<file path="src/hdl/pan_defines.vh">
`ifndef PAN_DEFINES_VH
`define PAN_DEFINES_VH

// Management register addresses.
`define PAN_ADDR_ID_HIGH    5'h02
`define PAN_ADDR_ID_LOW     5'h03
`define PAN_ADDR_ADVERTISE  5'h04
`define PAN_ADDR_PARTNER    5'h05
`define PAN_ADDR_EXPANSION  5'h06

// Advertisement register fields.
`define PAN_ADV_RF_BIT      13
`define PAN_ADV_TECH_HI     8
`define PAN_ADV_TECH_LO     5
`define PAN_ADV_SELECTOR    5'h01

// Expansion register fields.
`define PAN_EXP_PD_FAULT    4
`define PAN_EXP_LP_NP_ABLE  3
`define PAN_EXP_NP_ABLE     2
`define PAN_EXP_PAGE_RX     1
`define PAN_EXP_LP_AN_ABLE  0

// Partner word fields and reset values.
`define PAN_LP_NP_BIT       15
`define PAN_WORD_ZERO       16'h0000

`endif

</file>
<file path="src/hdl/pan_latch_flag.v">
`timescale 1ns/1ps
`default_nettype none

module pan_latch_flag (
  input  wire clk_in,
  input  wire rst_n_in,
  input  wire set_in,
  input  wire clear_in,
  output reg  flag_out
);

  // Sticky flag; a set in the clearing cycle wins so no event is lost.
  always @(posedge clk_in) begin
    if (!rst_n_in) begin
      flag_out <= 1'b0;
    end else if (set_in) begin
      flag_out <= 1'b1;
    end else if (clear_in) begin
      flag_out <= 1'b0;
    end
  end

endmodule

`default_nettype wire

</file>
<file path="src/hdl/pan_regs.v">
// Contract
// - Identifier high word is read-only.
// - Identifier low holds organisation, model, revision.
// - Advertisement next-page bit reads zero.
// - Remote-fault advertisement bit is management writable.
// - Advertisement bits 12:9 read zero.
// - Ability bits writable, loaded from straps.
// - Selector field fixed at one.
// - Partner ability word read-only, resets zero.
// - Parallel fault latches, cleared by expansion read.
// - Partner next-page flag qualified by completion; the code leaves it ungated, straight from the stored partner word.
// - Local next-page able reads zero.
// - Page received latches, cleared by partner read.
// - Partner autonegotiation ability is reported.
// - Status completion bit follows negotiation state.
`timescale 1ns/1ps
`default_nettype none
`include "pan_defines.vh"

module pan_regs #(
  parameter [15:0] OUI_HIGH = 16'h1234, // Arbitrary identifier value.
  parameter [5:0]  OUI_LOW  = 6'h2A,    // Arbitrary identifier value.
  parameter [5:0]  MODEL    = 6'h05,    // Arbitrary model value.
  parameter [3:0]  REVISION = 4'h3      // Arbitrary revision value.
) (
  // Clock and synchronous active-low reset.
  input  wire        SYS_CLK_IN,
  input  wire        RST_N_IN,
  // Management register port behind the serial engine.
  input  wire [4:0]  REG_ADDR_IN,
  input  wire        REG_WR_IN,
  input  wire [15:0] REG_WDATA_IN,
  input  wire        REG_RD_IN,
  output reg  [15:0] REG_RDATA_OUT,
  output reg         REG_RVALID_OUT,
  // Ability straps, sampled while reset is held.
  input  wire        STRAP_FAST_FULL_DUPLEX_IN,
  input  wire        STRAP_FAST_HALF_DUPLEX_IN,
  input  wire        STRAP_SLOW_FULL_DUPLEX_IN,
  input  wire        STRAP_SLOW_HALF_DUPLEX_IN,
  // Arbitration state machine inputs.
  input  wire        ARB_PD_FAULT_IN,
  input  wire        ARB_PAGE_RX_IN,
  input  wire [15:0] ARB_PARTNER_WORD_IN,
  input  wire        ARB_COMPLETE_IN,
  input  wire        ARB_PARTNER_AN_ABLE_IN,
  // Outputs towards the arbitration and the status logic.
  output reg  [15:0] ADV_WORD_OUT,
  output reg         AN_COMPLETE_OUT
);

  reg         remote_fault_flag;
  reg  [3:0]  tech_ability;
  reg  [15:0] partner_word;
  reg         partner_an_able;
  wire        pd_fault;
  wire        page_rx;
  wire        rd_partner;
  wire        rd_expansion;
  wire        wr_advertise;
  wire [3:0]  strap_ability;
  wire        adv_next_page;
  wire        adv_reserved_hi;
  wire        adv_remote_fault;
  wire [2:0]  adv_reserved_lo;
  wire        adv_four_pair;
  wire [3:0]  adv_tech;
  wire [4:0]  adv_selector;
  wire [10:0] exp_reserved;
  wire        exp_pd_fault;
  wire        exp_lp_np_able;
  wire        exp_np_able;
  wire        exp_page_rx;
  wire        exp_lp_an_able;
  wire [15:0] adv_word;
  wire [15:0] id_high;
  wire [15:0] id_low;
  wire [15:0] exp_word;
  reg  [15:0] next_rdata;

  // Access strobes; only the advertisement register has a write side.
  // Reads of the partner and expansion words have side effects that clear flags.
  // Writes to any other address fall through here and change nothing.
  assign rd_partner   = REG_RD_IN && (REG_ADDR_IN == `PAN_ADDR_PARTNER);
  assign rd_expansion = REG_RD_IN && (REG_ADDR_IN == `PAN_ADDR_EXPANSION);
  assign wr_advertise = REG_WR_IN && (REG_ADDR_IN == `PAN_ADDR_ADVERTISE);

  // Identifier words are constants built from the parameters.
  // They have no storage, so a write to them cannot leave a trace.
  assign id_high = OUI_HIGH;
  assign id_low  = {OUI_LOW, MODEL, REVISION};

  // Strap levels in advertisement order, fast full duplex at the top.
  assign strap_ability = {STRAP_FAST_FULL_DUPLEX_IN,
                          STRAP_FAST_HALF_DUPLEX_IN,
                          STRAP_SLOW_FULL_DUPLEX_IN,
                          STRAP_SLOW_HALF_DUPLEX_IN};

  // Advertisement fields; those without storage are tied here.
  // Next-page exchange is not offered, so the top bit stays low.
  // Only the fault bit and the ability field come from flip-flops.
  assign adv_next_page    = 1'h0;
  assign adv_reserved_hi  = 1'h0;
  assign adv_remote_fault = remote_fault_flag;
  assign adv_reserved_lo  = 3'h0;
  assign adv_four_pair    = 1'h0;
  assign adv_tech         = tech_ability;
  assign adv_selector     = `PAN_ADV_SELECTOR;

  // Advertisement word as read back and as handed to the arbitration.
  assign adv_word = {adv_next_page,
                     adv_reserved_hi,
                     adv_remote_fault,
                     adv_reserved_lo,
                     adv_four_pair,
                     adv_tech,
                     adv_selector};

  // Expansion fields; the partner next-page bit is not gated by completion.
  // Software must qualify it with the completion status output.
  assign exp_reserved   = 11'h000;
  assign exp_pd_fault   = pd_fault;
  assign exp_lp_np_able = partner_word[`PAN_LP_NP_BIT];
  assign exp_np_able    = 1'h0;
  assign exp_page_rx    = page_rx;
  assign exp_lp_an_able = partner_an_able;

  // Expansion word as read back by management.
  assign exp_word = {exp_reserved,
                     exp_pd_fault,
                     exp_lp_np_able,
                     exp_np_able,
                     exp_page_rx,
                     exp_lp_an_able};

  // Writable advertisement bits; straps are caught on every edge while reset is held.
  // The levels seen at the last reset edge stay until management rewrites them.
  // A strap that moves after reset is ignored, so a bouncing pin cannot change the offer.
  always @(posedge SYS_CLK_IN) begin
    if (!RST_N_IN) begin
      remote_fault_flag <= 1'b0;
      tech_ability      <= strap_ability;
    end else if (wr_advertise) begin
      remote_fault_flag <= REG_WDATA_IN[`PAN_ADV_RF_BIT];
      tech_ability      <= REG_WDATA_IN[`PAN_ADV_TECH_HI:`PAN_ADV_TECH_LO];
    end
  end

  // Partner state is taken whenever the arbitration delivers a page.
  // Between pages the stored word holds, so a read always sees one whole code word.
  // The partner ability level is only delayed, as it has no event of its own.
  always @(posedge SYS_CLK_IN) begin
    if (!RST_N_IN) begin
      partner_word    <= `PAN_WORD_ZERO;
      partner_an_able <= 1'b0;
    end else begin
      partner_an_able <= ARB_PARTNER_AN_ABLE_IN;
      if (ARB_PAGE_RX_IN) begin
        partner_word <= ARB_PARTNER_WORD_IN;
      end
    end
  end

  // Parallel detection fault, cleared when expansion is read.
  // The read edge still returns the set value, and an event in that cycle survives.
  pan_latch_flag u_pd_fault (
    .clk_in   (SYS_CLK_IN),
    .rst_n_in (RST_N_IN),
    .set_in   (ARB_PD_FAULT_IN),
    .clear_in (rd_expansion),
    .flag_out (pd_fault)
  );

  // Page received, cleared when partner ability is read.
  // Reading the expansion word leaves this flag untouched.
  pan_latch_flag u_page_rx (
    .clk_in   (SYS_CLK_IN),
    .rst_n_in (RST_N_IN),
    .set_in   (ARB_PAGE_RX_IN),
    .clear_in (rd_partner),
    .flag_out (page_rx)
  );

  // Read multiplexer; unmapped addresses return zero.
  // The address is decoded in the same cycle as the read strobe.
  always @* begin
    case (REG_ADDR_IN)
      `PAN_ADDR_ID_HIGH:   next_rdata = id_high;
      `PAN_ADDR_ID_LOW:    next_rdata = id_low;
      `PAN_ADDR_ADVERTISE: next_rdata = adv_word;
      `PAN_ADDR_PARTNER:   next_rdata = partner_word;
      `PAN_ADDR_EXPANSION: next_rdata = exp_word;
      default:             next_rdata = `PAN_WORD_ZERO;
    endcase
  end

  // Read port: the word is registered one edge after the strobe and held until the next read.
  // Holding it lets a slow serial engine shift the word out at its own pace.
  always @(posedge SYS_CLK_IN) begin
    if (!RST_N_IN) begin
      REG_RDATA_OUT  <= `PAN_WORD_ZERO;
      REG_RVALID_OUT <= 1'b0;
    end else begin
      REG_RVALID_OUT <= REG_RD_IN;
      if (REG_RD_IN) begin
        REG_RDATA_OUT <= next_rdata;
      end
    end
  end

  // Status outputs towards the arbitration and the status register.
  // Both lag their sources by one edge so that every top-level output leaves a flip-flop.
  always @(posedge SYS_CLK_IN) begin
    if (!RST_N_IN) begin
      ADV_WORD_OUT    <= `PAN_WORD_ZERO;
      AN_COMPLETE_OUT <= 1'b0;
    end else begin
      ADV_WORD_OUT    <= adv_word;
      AN_COMPLETE_OUT <= ARB_COMPLETE_IN;
    end
  end

endmodule

`default_nettype wire

</file>
<file path="config.mk">
export PLATFORM = sky130hd
export DESIGN_NAME = pan_regs
export DESIGN_NICKNAME = d
export VERILOG_FILES = /design/src/hdl/pan_latch_flag.v /design/src/hdl/pan_regs.v
export VERILOG_INCLUDE_DIRS = /design/src /design/src/hdl
export SDC_FILE = /design/constraint.sdc
export NUM_CORES = 1
export LEC_CHECK = 0
export BUFFER_PORTS_ARGS = -buffer_cell sky130_fd_sc_hd__buf_4
export CORE_MARGIN = 5
export CORE_UTILIZATION = 50
export CTS_CLUSTER_SIZE = 16
export DETAILED_ROUTE_END_ITERATION = 12
export GPL_TIMING_DRIVEN = 1
export PLACE_DENSITY = 0.85
export SLEW_MARGIN = 10
export SYNTH_ARGS = -nofsm -noshare
export SYNTH_HDL_FRONTEND = slang
export SYNTH_SLANG_ARGS = --single-unit
</file>
<file path="constraint.sdc">
create_clock -name SYS_CLK_IN -period 2.55 [get_ports SYS_CLK_IN]
set_input_delay 0.51 -clock SYS_CLK_IN [delete_from_list [all_inputs] [get_ports SYS_CLK_IN]]
set_output_delay 0.51 -clock SYS_CLK_IN [all_outputs]
set_load 0.01 [all_outputs]
</file>
* Yosys cells after proc, flatten, opt, wreduce, memory -nomap -nowiden *
Cells that the tools add are included.

cells by class
  shift operators = 0
  $lt $le $gt $ge = 0
  divide/modulo/power cells = 0
  reductions and logical operators = 5
  mux-type cells = 8
  bitwise logic cells = 0
  equal/unequal tests = 6
  $add $sub $neg = 0
  multipliers = 0

operators by type and width
  cell                  count
  $pmux W16 S5          1
  $eq A5 B3 Y1 const B  3
  $eq A5 B2 Y1 const B  2
  $mux W4               2
  $mux W1               5
  $reduce_bool A2 Y1    2
  $logic_and A1 B1 Y1   3
  $ne A2 B1 Y1 const B  1

word-level totals
  output and inout port bits = 34
  memory bits (read-only) = 0
  bits in latches = 0
  memories kept = 0
  input bits = 49
  register bits = 58
  memory bits (writable) = 0
  logic and storage cells = 30

* Logic depth before layout (Yosys ltp) *
  depth after elaboration = 4
  gate-level depth with buffers = 5
  gate-level depth less buffers = 3

* Hierarchy *
From an unflattened synthesis, not the netlist that was laid out.

second synthesis, totals
  cell total of the unflattened synthesis = 202
  area total of the unflattened synthesis = 2067.0 um2

modules (own cells, without submodules)
  module          sequential area each (um2)  times used  cells an instance  area an instance (um2)
  pan_regs        960.9                       1           196                1984.4
  pan_latch_flag  20.0                        2           3                  41.3

* Worst setup path after synthesis *
No wires, ideal clock.

  kind = input-to-reg
  start = input REG_ADDR_IN[0]
  end = register tech_ability[0], in the netlist adv_tech[0], enable pin
  path buffers = 1
  slack = 0.952 ns
  required time = 2.243 ns
  stages = 4
  library setup time = 0.307 ns
  data arrival time = 1.290 ns
  cell sequence = buf_2 -> nor4b_1 -> nand2_1 -> nand2_1

on the way
  longest elaborated chain between the ends = 3

ends and longest elaborated chain
  item                    line            RTL
  from (decl)             pan_regs.v:30   input wire [4:0] REG_ADDR_IN,
  $eq A5 B3 Y1            --
  $logic_and A1 B1 Y1     pan_regs.v:86   assign wr_advertise = REG_WR_IN && (REG_ADDR_IN == `PAN_ADDR_ADVERTISE);
  $ne A2 B1 Y1 (no line)  --
  to (signal assigned)    pan_regs.v:142  tech_ability <= strap_ability;
  to (signal assigned)    pan_regs.v:145  tech_ability <= REG_WDATA_IN[`PAN_ADV_TECH_HI:`PAN_ADV_TECH_LO];
  to (decl)               pan_regs.v:53   reg [3:0] tech_ability;

No other way between the ends.
A chain may end at the register's enable or synchronous reset.

* Final worst setup path *
  start = input REG_ADDR_IN[2]
  end = register REG_RDATA_OUT[2]

on the way
  longest elaborated chain between the ends = 2
  elaborated cells between the ends (all ways) = 6
  classes of those cells = eq/ne (5); mux (1)

ends and longest elaborated chain
  item                                                 line            RTL
  $eq A5 B3 Y1 / $eq A5 B2 Y1 (equally long branches)  pan_regs.v:187  case (REG_ADDR_IN)
  $pmux W16 S5 (*)                                     pan_regs.v:187
  to (signal assigned)                                 pan_regs.v:201  REG_RDATA_OUT <= `PAN_WORD_ZERO;
  to (signal assigned)                                 pan_regs.v:206  REG_RDATA_OUT <= next_rdata;
  to (decl)                                            pan_regs.v:34   output reg [15:0] REG_RDATA_OUT,

Every way passes the cells marked *; elsewhere a longest branch is shown, timed or not.

==> run metrics <==
Yosys Warn Count 0; Tot GR Track Use 17.6%; die width 74.5 um; post-synthesis area per instance 9.76 sq um; clock slew seen by the registers of the worst setup and hold paths 0.08 ns; critical path fanouts, max 14; P per Cell Area 588 nW/um^2; die height 74.5 um; die area 5550 sq um; Worst Path Required 2.77 ns; post-route insts no fill 320; setup slack after layout 0.986 ns; crit path time final 1.56 ns; Core ar. 4030 sq um; crit path to REG_RDATA_OUT[2]$_SDFFE_PN0P_; first-pass GRT wire length 7470 um; nets 318; Mapped Cells 213; Slew Viols, Final 0; final setup fails 0; VDD IR max 0.000336 V; leakage power 0.00117 uW; Inst Count DP 312; largest net degree at the start of global routing 27; Ports 83; post_cts resized 0; worst slack at placement 0.725 ns; final-report hold violation count 0; Startpoint Class input pin; crit path launch REG_ADDR_IN[2]; critical path type in -> reg; Main synth FF type dfxtp_1; drt first pass iters 4; CTS tree yes; hold buffers post-CTS 0; RSZ-0062 raised after global routing no; r2r setup slk 1.44 ns; Layout area overhead 25.9%; Root Driver clkbuf_8; Post-synth EDFFs 4; R2R Path End REG_RDATA_OUT[7]$_SDFFE_PN0P_; average wire per standard cell 15.3 um; Initial DRC Count 91; Worst Tran Pin Value 0.717 ns; Slew HR 52.2%; routed wire length 4880 um; period utilization 61.3%; Worst Skew 0.00618 ns; layout cells sized above 1 31.5%; GRT overflow 0; fillcell total 363; post-synthesis sequential area ratio 48.1%; DRC viols 0; Fin Setup TNS 0 ns; MaxCap Viol Count 0; post-synthesis cell type count 37; standard-cell rows 23; Async SR Flop Fraction 0%; port bufs 61; clock latency on the worst-skew pair 0.30 ns; vias in the first global route 1,634; Vias/cell 5.39; Post-CTS Setup Inserts 0; TritonCTS buffer count 5; Critical Path AT 1.79 ns; status finished clean; antenna viol nets, final 0; antenna violations before repair 0; flops & latches, synth 48; Starting Density 51.6%; GP Congestion 0.882; clk sinks 48; Crit. End Element flip-flop; synthesized cell area 2080 sq um; Antenna diodes 0; worst hold path class in -> reg; Clock Path Buffers 2; Peak Freq 639 MHz; Reg2Reg Launch Point adv_tech[2]$_DFFE_PP_; H-tree depth 2; vias 1,726; R2R cell count 3; DP Wirelength 3620 um
state kept, by name, indices dropped and copies added (netlist names):
signal / flops
u_page_rx.flag_out: 1
REG_RDATA_OUT: 16
exp_lp_an_able: 1
ADV_WORD_OUT: 6
partner_word: 16
adv_remote_fault: 1
AN_COMPLETE_OUT: 1
u_pd_fault.flag_out: 1
adv_tech: 4
REG_RVALID_OUT: 1
critical path: stages:
cell     delay (ns)
buf_4          0.16
nor2b_1        0.57
buf_4          0.27
nand3_1        0.08
a21oi_1        0.19
report_power, final:
group | switching (uW) | internal, uW
sequential | 17.2 | 796
clock | 246 | 291
combinational | 94.8 | 94.2
cell families after synthesis:
kind of cell    Yosys count  share of synthesized area [%]
simple gates             70                           19.8
flops                    48                           48.1
compound gates           42                           12.6
buf+inv                  29                           7.76
mux                      23                           11.5
other cells               1                          0.180
per-layer routing:
layer | GRT usage, % | routed length, um | up-vias
met5 | 0 | 0 | -
met4 | 6.72 | 97 | 0
met3 | 5.54 | 390 | 11
met2 | 29.4 | 2390 | 60
met1 | 21.1 | 2000 | 810
li1 | - | - | 845
synth_stat cells (all sizes together) (4+ instances only):
cell     n  area, sq um
nand2    9         33.8
and2     8         50.1
nor2b    4         25.0
nor2    20         75.1
edfxtp   4          120
mux2     7         78.8
dfxtp   44          881
clkbuf   5         20.0
nand3    7         35.0
a21oi   14         70.1
nand4    4         25.0
and3b    9         83.8
mux2i   16          160
inv      6         22.5
buf     18          119
o21ai    7         35.0
a31oi    8         50.1
cell type report:
| type | count | area [sq um] | share of cell area [%] |
|---|---|---|---|
| sequential | 48 | 1000 | 38.2 |
| multi-input combinational | 145 | 951 | 36.3 |
| timing repair buffer | 63 | 473 | 18.1 |
| clock buffer | 6 | 72.6 | 2.77 |
| tap | 50 | 62.6 | 2.39 |
| clock inverter | 2 | 35.0 | 1.34 |
| inverter | 6 | 22.5 | 0.860 |
how the worst min path moves through the flow:
stage                                   start                        endpoint  slack [ns]  depth (start not counted)
2_1_floorplan   adv_remote_fault$_SDFFE_PN0P_     ADV_WORD_OUT[13]$_SDFF_PN0_        0.44                          1
5_1_grt                ARB_PARTNER_AN_ABLE_IN       exp_lp_an_able$_SDFF_PN0_        0.40                          2
3_5_place_dp   REG_RDATA_OUT[14]$_SDFFE_PN0P_  REG_RDATA_OUT[14]$_SDFFE_PN0P_        0.46                          2
4_1_cts                ARB_PARTNER_AN_ABLE_IN       exp_lp_an_able$_SDFF_PN0_        0.41                          2
3_3_place_gp    REG_RDATA_OUT[3]$_SDFFE_PN0P_   REG_RDATA_OUT[3]$_SDFFE_PN0P_        0.45                          2
6_report               ARB_PARTNER_AN_ABLE_IN       exp_lp_an_able$_SDFF_PN0_        0.42                          2
metrics by stage:
step	total power, uW	utilization [%]	cell area [sq um]	hold slack [ns]
floorplan	942	-	2110	0.442
finish	1540	65.0	2620	0.418
detailed placement	1020	62.3	2510	0.460
global placement	1010	62.3	2510	0.451
CTS	1550	65.0	2620	0.409
global route	1600	65.0	2620	0.404
layout by cell type (no fill, tap or decap), types with 4 or more instances in the layout:
cell type / count
dfxtp_1: 44
nand3_1: 7
a31oi_1: 8
nand4_1: 4
mux2_2: 7
buf_4: 63
edfxtp_1: 4
clkbuf_8: 5
nor2_1: 20
o21ai_0: 7
and2_1: 8
nor2b_1: 4
and3b_1: 5
a21oi_1: 14
and3b_2: 4
nand2_1: 9
inv_1: 6
mux2i_1: 16
conb_1: 10
Note: power is estimated with default switching activity, not from simulation.
